`src/hw/cza_defines.svh`:
```
`ifndef CZA_DEFINES_SVH
`define CZA_DEFINES_SVH

// Register byte offsets
`define CZA_OFF_CTRL      8'h00
`define CZA_OFF_JAM_TIME  8'h04
`define CZA_OFF_CLR_TIME  8'h08
`define CZA_OFF_STATUS    8'h0C
`define CZA_OFF_NEIGHBOUR 8'h10
`define CZA_OFF_CMD       8'h14

// Control fields
`define CZA_CTRL_FLEX_EN  0
`define CZA_CTRL_ARR_EN   1
`define CZA_CTRL_SAC_EN   2
`define CZA_CTRL_RESET    32'h0000_0007

// Command fields (write one to act)
`define CZA_CMD_RECOVER   0

// Timer values are in milliseconds
`define CZA_CLK_HZ        200_000_000
`define CZA_TICK_MS       1
`define CZA_TICK_CYCLES   ((`CZA_CLK_HZ / 1000) * `CZA_TICK_MS)
`define CZA_JAM_MS        5000
`define CZA_CLR_MS        5000
`define CZA_REV_MS        1000
`define CZA_ATTEMPTS      3
`define CZA_NEIGHBOUR_RST 32'h0000_0000

`endif

```
`src/hw/cza_pkg.sv`:
```
package cza_pkg;

	typedef enum logic [1:0] {
		CZA_HTRANS_IDLE   = 2'h0,
		CZA_HTRANS_BUSY   = 2'h1,
		CZA_HTRANS_NONSEQ = 2'h2,
		CZA_HTRANS_SEQ    = 2'h3
	} cza_htrans_t;

	typedef struct packed {
		logic        hsel;
		logic [31:0] haddr;
		cza_htrans_t htrans;
		logic        hwrite;
		logic [2:0]  hsize;
		logic [31:0] hwdata;
		logic        hready;
	} cza_ahb_req_t;

	typedef struct packed {
		logic [31:0] hrdata;
		logic        hreadyout;
		logic        hresp;
	} cza_ahb_rsp_t;

	// Status exchanged with neighbouring zones
	typedef struct packed {
		logic clear;
		logic arrived;
	} cza_link_t;

	typedef struct packed {
		logic fwd;
		logic rev;
	} cza_motor_t;

	typedef enum {
		CZA_SJ_IDLE,
		CZA_SJ_WATCH,
		CZA_SJ_REVERSE,
		CZA_SJ_WAIT,
		CZA_SJ_FORWARD,
		CZA_SJ_STUCK
	} cza_sj_state_t;

endpackage

```
`src/hw/cza_zone.sv`:
```
// Added by the designer: the register addresses and the AHB-Lite slave port.
`timescale 1ns/1ps
`include "cza_defines.svh"

module cza_zone
	import cza_pkg::*;
(
	input  wire logic         clk_sys,
	input  wire logic         reset,
	input  wire cza_ahb_req_t ahb_req,
	output cza_ahb_rsp_t      ahb_rsp,
	input  wire logic         zone_photo_eye,
	input  wire logic         downstream_photo_eye,
	input  wire cza_link_t    downstream_link,
	input  wire logic         upstream_release,
	input  wire logic         neighbour_update,
	input  wire logic [31:0]  neighbour_data,
	output cza_link_t         upstream_link,
	output cza_motor_t        motor,
	output logic              sensor_led
);

	logic [31:0]   ctrl_reg;
	logic [31:0]   jam_time_reg;
	logic [31:0]   clr_time_reg;
	logic [31:0]   neighbour_reg;
	logic [31:0]   rdata_reg;
	logic          wr_pend_reg;
	logic [7:0]    wr_addr_reg;
	logic          recover_req;
	logic [31:0]   tick_cnt_reg;
	logic          tick;
	logic          eye_q_reg;
	logic          flex_reg;
	logic          pend_reg;
	logic          arr_jam_reg;
	logic [31:0]   arr_cnt_reg;
	logic          releasing;
	logic          hold;
	cza_sj_state_t sj_state_reg;
	logic [31:0]   sj_cnt_reg;
	logic [1:0]    tries_reg;
	logic [8:0]    blink_reg;

	// Bus slave: zero wait states, writes land at the data phase
	always_ff @(posedge clk_sys or posedge reset) begin
		if (reset) begin
			wr_pend_reg <= 1'b0;
			wr_addr_reg <= 8'h00;
			rdata_reg   <= 32'h0000_0000;
		end else if (ahb_req.hready) begin
			wr_pend_reg <= ahb_req.hsel && ahb_req.htrans[1] && ahb_req.hwrite;
			wr_addr_reg <= ahb_req.haddr[7:0];
			if (ahb_req.hsel && ahb_req.htrans[1] && !ahb_req.hwrite) begin
				case (ahb_req.haddr[7:0])
					`CZA_OFF_CTRL:      rdata_reg <= ctrl_reg;
					`CZA_OFF_JAM_TIME:  rdata_reg <= jam_time_reg;
					`CZA_OFF_CLR_TIME:  rdata_reg <= clr_time_reg;
					`CZA_OFF_NEIGHBOUR: rdata_reg <= neighbour_reg;
					`CZA_OFF_STATUS: begin
						rdata_reg <= {24'h0, tries_reg, sj_state_reg == CZA_SJ_STUCK,
							sj_state_reg != CZA_SJ_IDLE && sj_state_reg != CZA_SJ_WATCH,
							arr_jam_reg, pend_reg, flex_reg, zone_photo_eye};
					end
					default:            rdata_reg <= 32'h0000_0000;
				endcase
			end
		end
	end

	assign ahb_rsp.hrdata    = rdata_reg;
	assign ahb_rsp.hreadyout = 1'b1;
	assign ahb_rsp.hresp     = 1'b0;
	assign recover_req = wr_pend_reg && wr_addr_reg == `CZA_OFF_CMD
		&& ahb_req.hwdata[`CZA_CMD_RECOVER];

	always_ff @(posedge clk_sys or posedge reset) begin
		if (reset) begin
			ctrl_reg     <= `CZA_CTRL_RESET;
			jam_time_reg <= `CZA_JAM_MS;
			clr_time_reg <= `CZA_CLR_MS;
		end else if (wr_pend_reg) begin
			case (wr_addr_reg)
				`CZA_OFF_CTRL:     ctrl_reg     <= ahb_req.hwdata & `CZA_CTRL_RESET;
				`CZA_OFF_JAM_TIME: jam_time_reg <= ahb_req.hwdata;
				`CZA_OFF_CLR_TIME: clr_time_reg <= ahb_req.hwdata;
				default: ;
			endcase
		end
	end

	// Neighbour data follows every line parameter change, or software
	always_ff @(posedge clk_sys or posedge reset) begin
		if (reset) begin
			neighbour_reg <= `CZA_NEIGHBOUR_RST;
		end else if (neighbour_update) begin
			neighbour_reg <= neighbour_data;
		end else if (wr_pend_reg && wr_addr_reg == `CZA_OFF_NEIGHBOUR) begin
			neighbour_reg <= ahb_req.hwdata;
		end
	end

	// Millisecond time base for the 32-bit second-scale counters
	always_ff @(posedge clk_sys or posedge reset) begin
		if (reset) begin
			tick_cnt_reg <= 32'h0000_0000;
		end else if (tick_cnt_reg == 32'(`CZA_TICK_CYCLES - 1)) begin
			tick_cnt_reg <= 32'h0000_0000;
		end else begin
			tick_cnt_reg <= tick_cnt_reg + 32'h0000_0001;
		end
	end
	assign tick = tick_cnt_reg == 32'(`CZA_TICK_CYCLES - 1);

	always_ff @(posedge clk_sys or posedge reset) begin
		if (reset) begin
			eye_q_reg <= 1'b0;
		end else begin
			eye_q_reg <= zone_photo_eye;
		end
	end

	// Long carton: own sensor still blocked while downstream eye is too
	always_ff @(posedge clk_sys or posedge reset) begin
		if (reset) begin
			flex_reg <= 1'b0;
		end else if (!ctrl_reg[`CZA_CTRL_FLEX_EN]) begin
			flex_reg <= 1'b0;
		end else if (releasing && zone_photo_eye && downstream_photo_eye) begin
			flex_reg <= 1'b1;
		end else if (flex_reg && !zone_photo_eye && downstream_photo_eye
			&& downstream_link.arrived) begin
			flex_reg <= 1'b0;
		end
	end

	// Arrival confirmation wait and arrival jam
	always_ff @(posedge clk_sys or posedge reset) begin
		if (reset) begin
			pend_reg    <= 1'b0;
			arr_jam_reg <= 1'b0;
			arr_cnt_reg <= 32'h0000_0000;
		end else if (arr_jam_reg) begin
			if (tick) begin
				arr_cnt_reg <= arr_cnt_reg + 32'h0000_0001;
			end
			if (arr_cnt_reg >= clr_time_reg) begin
				arr_jam_reg <= 1'b0;
				arr_cnt_reg <= 32'h0000_0000;
			end
		end else if (pend_reg) begin
			if (downstream_link.arrived) begin
				pend_reg    <= 1'b0;
				arr_cnt_reg <= 32'h0000_0000;
			end else if (arr_cnt_reg >= jam_time_reg) begin
				pend_reg    <= 1'b0;
				arr_jam_reg <= ctrl_reg[`CZA_CTRL_ARR_EN];
				arr_cnt_reg <= 32'h0000_0000;
			end else if (tick) begin
				arr_cnt_reg <= arr_cnt_reg + 32'h0000_0001;
			end
		end else if (eye_q_reg && !zone_photo_eye && motor.fwd) begin
			pend_reg    <= 1'b1;
			arr_cnt_reg <= 32'h0000_0000;
		end
	end

	// Release gate: downstream clear, no long carton, no pending or jam
	assign hold = flex_reg || pend_reg || arr_jam_reg;
	assign releasing = zone_photo_eye && downstream_link.clear && !hold
		&& (sj_state_reg == CZA_SJ_IDLE || sj_state_reg == CZA_SJ_WATCH);

	// Sensor jam watch and recovery sequence
	always_ff @(posedge clk_sys or posedge reset) begin
		if (reset) begin
			sj_state_reg <= CZA_SJ_IDLE;
			sj_cnt_reg   <= 32'h0000_0000;
			tries_reg    <= 2'h0;
		end else begin
			case (sj_state_reg)
				CZA_SJ_IDLE: begin
					sj_cnt_reg <= 32'h0000_0000;
					tries_reg  <= 2'h0;
					if (releasing) begin
						sj_state_reg <= CZA_SJ_WATCH;
					end
				end
				CZA_SJ_WATCH: begin
					if (!zone_photo_eye || !releasing) begin
						sj_state_reg <= CZA_SJ_IDLE;
					end else if (sj_cnt_reg >= jam_time_reg) begin
						sj_cnt_reg   <= 32'h0000_0000;
						sj_state_reg <= ctrl_reg[`CZA_CTRL_SAC_EN]
							? CZA_SJ_REVERSE : CZA_SJ_STUCK;
					end else if (tick) begin
						sj_cnt_reg <= sj_cnt_reg + 32'h0000_0001;
					end
				end
				CZA_SJ_REVERSE: begin
					if (!zone_photo_eye || sj_cnt_reg >= 32'(`CZA_REV_MS)) begin
						sj_cnt_reg   <= 32'h0000_0000;
						sj_state_reg <= CZA_SJ_WAIT;
					end else if (tick) begin
						sj_cnt_reg <= sj_cnt_reg + 32'h0000_0001;
					end
				end
				CZA_SJ_WAIT: begin
					if (sj_cnt_reg >= clr_time_reg) begin
						sj_cnt_reg   <= 32'h0000_0000;
						sj_state_reg <= CZA_SJ_FORWARD;
					end else if (tick) begin
						sj_cnt_reg <= sj_cnt_reg + 32'h0000_0001;
					end
				end
				CZA_SJ_FORWARD: begin
					// Forward run lasts one jam time; a clear sensor ends it early
					if (!zone_photo_eye) begin
						sj_state_reg <= CZA_SJ_IDLE;
					end else if (sj_cnt_reg >= jam_time_reg) begin
						sj_cnt_reg <= 32'h0000_0000;
						tries_reg  <= tries_reg + 2'h1;
						sj_state_reg <= (tries_reg == 2'(`CZA_ATTEMPTS - 1))
							? CZA_SJ_STUCK : CZA_SJ_REVERSE;
					end else if (tick) begin
						sj_cnt_reg <= sj_cnt_reg + 32'h0000_0001;
					end
				end
				CZA_SJ_STUCK: begin
					sj_cnt_reg <= 32'h0000_0000;
					if (!zone_photo_eye) begin
						sj_state_reg <= CZA_SJ_IDLE;
					end else if (recover_req) begin
						tries_reg    <= 2'h0;
						sj_state_reg <= CZA_SJ_REVERSE;
					end
				end
				default: sj_state_reg <= CZA_SJ_IDLE;
			endcase
		end
	end

	// LED blink period of about half a second
	always_ff @(posedge clk_sys or posedge reset) begin
		if (reset) begin
			blink_reg <= 9'h000;
		end else if (tick) begin
			blink_reg <= blink_reg + 9'h001;
		end
	end

	always_ff @(posedge clk_sys or posedge reset) begin
		if (reset) begin
			motor       <= '0;
			upstream_link <= '0;
			sensor_led  <= 1'b0;
		end else begin
			motor.rev <= sj_state_reg == CZA_SJ_REVERSE;
			motor.fwd <= releasing || sj_state_reg == CZA_SJ_FORWARD
				|| (upstream_release && !zone_photo_eye);
			upstream_link.clear   <= !zone_photo_eye && !hold;
			upstream_link.arrived <= zone_photo_eye && !eye_q_reg;
			if (arr_jam_reg) begin
				sensor_led <= blink_reg[8];
			end else if (sj_state_reg != CZA_SJ_IDLE && sj_state_reg != CZA_SJ_WATCH) begin
				sensor_led <= 1'b1;
			end else begin
				sensor_led <= zone_photo_eye;
			end
		end
	end

endmodule

```
`config.mk`:
```
export PLATFORM = sky130hd
export DESIGN_NAME = cza_zone
export DESIGN_NICKNAME = d
export VERILOG_FILES = /design/src/hw/cza_pkg.sv /design/src/hw/cza_zone.sv
export VERILOG_INCLUDE_DIRS = /design/src /design/src/hw
export SDC_FILE = /design/constraint.sdc
export NUM_CORES = 1
export LEC_CHECK = 0
export BUFFER_PORTS_ARGS = -buffer_cell sky130_fd_sc_hd__buf_2
export CORE_MARGIN = 4
export CORE_UTILIZATION = 39
export DETAILED_ROUTE_END_ITERATION = 10
export SLEW_MARGIN = 15
export SYNTH_ARGS = -nofsm -noshare
export SYNTH_HDL_FRONTEND = slang
export SYNTH_SLANG_ARGS = --single-unit
```
`constraint.sdc`:
```
create_clock -name clk_sys -period 6.5 [get_ports clk_sys]
set_input_delay 0 -clock clk_sys [delete_from_list [all_inputs] [get_ports clk_sys]]
set_output_delay 0 -clock clk_sys [all_outputs]
set_load 0.03 [all_outputs]
```
Word level (Yosys, flattened, before mapping)
Cells that the tools add are included.

storage, ports and cells
  register bits = 288
  bits of input ports = 112
  output and inout bits = 39
  word-level logic and storage cells = 162

operators by class
  add/sub/neg operators = 5
  $lt $le $gt $ge = 5
  eq/ne operators = 32
  mux-type cells = 49
  reduce and logical (&&, ||, !) cells = 49

operators by type and width
  cell                                                                  count
  2-to-1 mux 32 bit                                                     25
  case mux 32 bit (5 select lines)                                      2
  case mux 32 bit (6 select lines)                                      1
  greater-or-equal comparator 32 bit                                    4
  adder 32 x 1 -> 32 bit (second input constant)                        3
  equality test 32 x 2 -> 1 bit (second input constant)                 3
  equality test 32 x 3 -> 1 bit (second input constant)                 3
  equality test 32 x 4 -> 1 bit (second input constant)                 2
  zero test 32 bit                                                      2
  equality test 32 x 1 -> 1 bit (second input constant)                 1
  equality test 32 x 18 -> 1 bit (second input constant)                1
  greater-or-equal comparator 32 x 10 -> 1 bit (second input constant)  1
  inequality test 32 x 2 -> 1 bit (second input constant)               1
  nonzero test 32 bit                                                   1
  equality test 8 x 4 -> 1 bit (second input constant)                  3
  equality test 8 x 5 -> 1 bit (second input constant)                  3
  logical AND 1 bit                                                     20
  equality test 8 x 3 -> 1 bit (second input constant)                  2
  zero test 8 bit                                                       2
  inequality test 2 bit (second input constant)                         8
  2-to-1 mux 1 bit                                                      14
  adder 9 x 1 -> 9 bit (second input constant)                          1
  inequality test 3 bit (second input constant)                         3
  2-to-1 mux 2 bit                                                      4
  other kinds (15)                                                      30

Logic depth before layout (Yosys ltp)
  depth after elaboration = 9
  gate-level depth with buffers = 10

Least setup slack after synthesis
Ideal clock, no wire load.

  path type = register to register
  start point = register jam_time_reg[12]
  end point = register sj_state_reg[0]
  library setup time = 119 ps
  data arrival time = 2699 ps
  setup slack = 3682 ps
  stages on the path, launching flop included = 10
  clock period less this slack = 2818 ps
  cell sequence = dfstp_2 -> inv_1 -> ha_1 -> nand4_1 -> or4_1 -> o32a_1 -> a21oi_1 -> o32ai_1 -> or4_1 -> o21a_1

on the way
  word-level cells in the longest chain between the ends = 3
  elaborated cells on any way between the ends = 4

ends and longest elaborated chain
  item                                      line                              source
  from (decl)                               cza_zone.sv:24                    logic [31:0] jam_time_reg;
  from (signal assigned)                    cza_zone.sv:80                    jam_time_reg <= `CZA_JAM_MS;
  from (signal assigned)                    cza_zone.sv:85                    `CZA_OFF_JAM_TIME: jam_time_reg <= ahb_req.hwdata;
  greater-or-equal comparator 32 bit (*)    cza_zone.sv:191, cza_zone.sv:219
  inequality test 3 bit (no source line)    --
  AND reduction 6 bit (no source line) (*)  --
  to (signal assigned)                      cza_zone.sv:193                   sj_state_reg <= ctrl_reg[`CZA_CTRL_SAC_EN]
  to (signal assigned)                      cza_zone.sv:222                   sj_state_reg <= (tries_reg == 2'(`CZA_ATTEMPTS - 1))
  to (decl)                                 cza_zone.sv:40                    cza_sj_state_t sj_state_reg;

Every way passes the cells marked *; elsewhere a longest branch is shown, timed or not.
A chain may end at the register's enable or synchronous reset.

Worst setup path in the final report
  start point = register jam_time_reg[12]
  end point = register sj_cnt_reg[4]

on the way
  word-level cells in the longest chain between the ends = 4
  elaborated cells on any way between the ends = 5

ends and longest elaborated chain
  item                                         line                              source
  greater-or-equal comparator 32 bit (*)       cza_zone.sv:191, cza_zone.sv:219
  2-to-1 mux 32 bit (*)                        cza_zone.sv:219                   end else if (sj_cnt_reg >= jam_time_reg) begin
  2-to-1 mux 32 bit, on equally long branches  cza_zone.sv:217, cza_zone.sv:189
  case mux 32 bit (5 select lines) (*)         cza_zone.sv:180                   case (sj_state_reg)
  to (signal assigned)                         cza_zone.sv:196                   sj_cnt_reg <= sj_cnt_reg + 32'h0000_0001;
  to (signal assigned)                         cza_zone.sv:204                   sj_cnt_reg <= sj_cnt_reg + 32'h0000_0001;
  to (signal assigned)                         cza_zone.sv:225                   sj_cnt_reg <= sj_cnt_reg + 32'h0000_0001;
  to (decl)                                    cza_zone.sv:41                    logic [31:0] sj_cnt_reg;

Every way passes the cells marked *; elsewhere a longest branch is shown, timed or not. The select of a mux whose other input is x is not followed.

==> flow_summary.json <==
{
  "run_status": "complete, no violations",
  "global_route.overflow_total": 0,
  "synth_nets": 1721,
  "power.density_cell_area_mw_per_mm2": 221.1,
  "yosys_warnings": 0,
  "numPortBuffers": 120,
  "worst_r2r_endpoint": "sj_cnt_reg[4]",
  "peakVddDrop_uv": 231.6,
  "worstPathMaxFanout": 31,
  "post-place-ws_ps": 3217,
  "grt_pass1_wl_um": 68100,
  "clock_skew_ps": 9.312,
  "nNetsFinal": 1957,
  "hold-worst-slack_ps": 113.9,
  "hold_path_class": "in2reg",
  "count_of_flip_flops_with_a_built_in_enable_after_synthesis": 0,
  "dr.first_iter.drc_count": 845,
  "met3_wirelength_um": 2063,
  "routed-via-count": 12160,
  "clkLatencyLatePin_ps": 550,
  "crit_slowest_cell": "or4_1",
  "summed_negative_setup_slack_over_all_endpoints_ps": 0,
  "total_global_routing_track_utilization": 0.2023,
  "critical_path.cell_chain": "inv_1 > ha_1 > nand4_1 > or4_1 > o32a_1 > a21oi_1 > o2bb2ai_1 > nor2_2 > buf_4 > o21ai_0",
  "grt_max_degree": 69,
  "final_common_cell": "dfrtp_1",
  "cells_after_dpl": 2067,
  "drc": 0,
  "timing.final.ws_setup_ps": 3167,
  "antenna_found_initial": 0,
  "path_clk_slew_ps": 60,
  "via_per_inst": 5.418,
  "cts_tree": "built",
  "dp_hpwl_um": 29970,
  "first_global_vias": 12700,
  "clockBufferDepth": 3,
  "synthArstFlopShare": 1.000,
  "placementRows": 71,
  "max_freq_mhz": 300.1,
  "clock_net_sink_count": 259,
  "die-area_mm2": 0.04118,
  "postCtsSetupBuffers": 0,
  "cts-buffers-inserted": 29,
  "cts_htree_levels": 1,
  "slew-limit-headroom": 0.2743,
  "finalCriticalPeriod_ps": 3333,
  "netlist_area_mm2": 0.01482,
  "post_synth_inst_count": 1475,
  "critPathLaunch": "jam_time_reg[12]",
  "yosysSeqAreaShare": 0.4384,
  "dieWidth_um": 202.9,
  "report.final.slew_viol_count": 0,
  "end_kind": "flop",
  "die-height_um": 202.9,
  "timing.rr.start": "jam_time_reg[12]",
  "rsz0062_at_grt": "no",
  "routed-wl-met2_um": 19870,
  "topRoutingLayerUsed": "met4",
  "post-route-period-util": 0.5127,
  "coreArea_mm2": 0.03758,
  "critPathArrivalTime_ps": 3750,
  "layout.cells.most_common_list": "dfrtp_1, nand2_1, ha_1",
  "synthFlopType": "dfrtp_1",
  "critPathMaxStageDelay_ps": 550,
  "avgRoutedWirePerCell_um": 18.59,
  "rr_worst_depth": 10,
  "postRouteAntennaNets": 0,
  "netlist-cell-type-count": 69,
  "ctsRootBufferMaster": "clkbuf_16",
  "met1Wirelength_um": 18440,
  "r2r_setup_slack_ps": 3170,
  "drive_gt1_frac": 0.1702,
  "synth-seq-cells": 259,
  "design.portCount": 151,
  "antenna_diodes": 0,
  "final_hold_viol_count": 0,
  "crit_end": "sj_cnt_reg[4]",
  "setup_viol_count_final": 0,
  "cellLeakagePower_nw": 8.501,
  "dr.pass1.iters": 5,
  "finalWeightedCongestion": 0.8832,
  "launch_point_of_the_worst_hold_path": "downstream_link[1]",
  "max_slew.worst_pin.slew_ps": 1083,
  "overall_power_after_layout_mw": 4.038,
  "type_of_the_worst_setup_path": "reg2reg",
  "effective_utilization_at_floorplan": 0.3944,
  "cap_viol_max_count": 0,
  "drt_wl_total_um": 41720,
  "worst_ep_required_time_ps": 6920,
  "postSynthAreaPerCell_um2": 10.05,
  "critical_path.startpoint_type": "flop",
  "area.growth.synth_to_final_pct": 23.21,
  "stdcell_count": 2244
}
==> Yosys cell counts, types with 7 or more instances <==
master	instances	area, um2
a21o_1	9	67.56
o21ai_0	88	440.4
mux2i_1	33	330.3
mux2_2	79	889.6
xor2_1	50	437.9
dfrtp_1	246	6156
a222oi_1	31	310.3
nor4_1	29	181.4
clkbuf_1	45	168.9
dfstp_2	13	341.6
nor3_1	20	100.1
xnor2_1	47	411.6
nand2_1	145	544.3
a21oi_1	53	265.3
nand2b_1	7	43.79
nor2_1	114	427.9
nand3_1	51	255.2
ha_1	134	1677
and4_1	10	87.58
and2_1	8	50.05
inv_1	82	307.8
and3_1	20	125.1
nand4_1	48	300.3
==> cells by family after synthesis <==
| group | share of synthesized area |
|---|---|
| buffers and inverters | 0.03546 |
| flip-flops | 0.4384 |
| multiplexers | 0.08383 |
| AND/OR/NAND/NOR | 0.1639 |
| adder cells (fa/ha/maj) | 0.1131 |
| other | 0.0005067 |
| XOR/XNOR | 0.05732 |
| AO/OA/AOI/OAI | 0.1074 |
==> metal layers <==
layer  GRT usage  vias up
met2      0.3391      283
li1            -     5818
met3     0.03338       74
met5           0        -
met1      0.2691     5983
met4     0.06474        0
==> cell type report <==
class                      count  area (um2)
fill                        3458       19320
multi-input combinational   1079        7838
sequential                   259        6497
timing repair buffer         260        1962
clock buffer                  47       903.4
tap                          511       639.4
inverter                      82       311.5
clock inverter                 6       108.9
==> where the power goes <==
group / switching [mW] / internal (mW)
Clock: 0.662 / 1.06
Combinational: 0.334 / 0.227
Sequential: 0.0692 / 1.68
Total: 1.06 / 2.97
==> critical path: cells and delay by family, from the launching register on <==
kind / cells / cell delay, ps
AOI/OAI and AO/OA: 4 / 1160
and+or+nand+nor: 3 / 830
DFF: 1 / 540
buffers and inverters: 2 / 390
adders and majority gates: 1 / 280
==> worst min-delay path by stage <==
stage	endpoint	slack [ps]	cells after the start
detailed placement	rdata_reg[1]	30	2
floorplan	eye_q_reg	30	0
global placement	rdata_reg[1]	20	2
global route	sj_state_reg[1]	120	5
CTS	rdata_reg[1]	80	5
finish	sj_state_reg[1]	110	5
==> per-stage QoR <==
stage | instance area, um2 | util
global route | 18260 | 0.4859
floorplan | 14820 | -
finish | 18260 | 0.4859
detailed placement | 16000 | 0.4258
global placement | 16000 | 0.4258
CTS | 18250 | 0.4857
==> repair_timing <==
item	in CTS	in global routing
hold buffers	124	0
resized for setup	0	0
endpoints found under the hold margin	133	0
(Power assumes the default switching activity.)
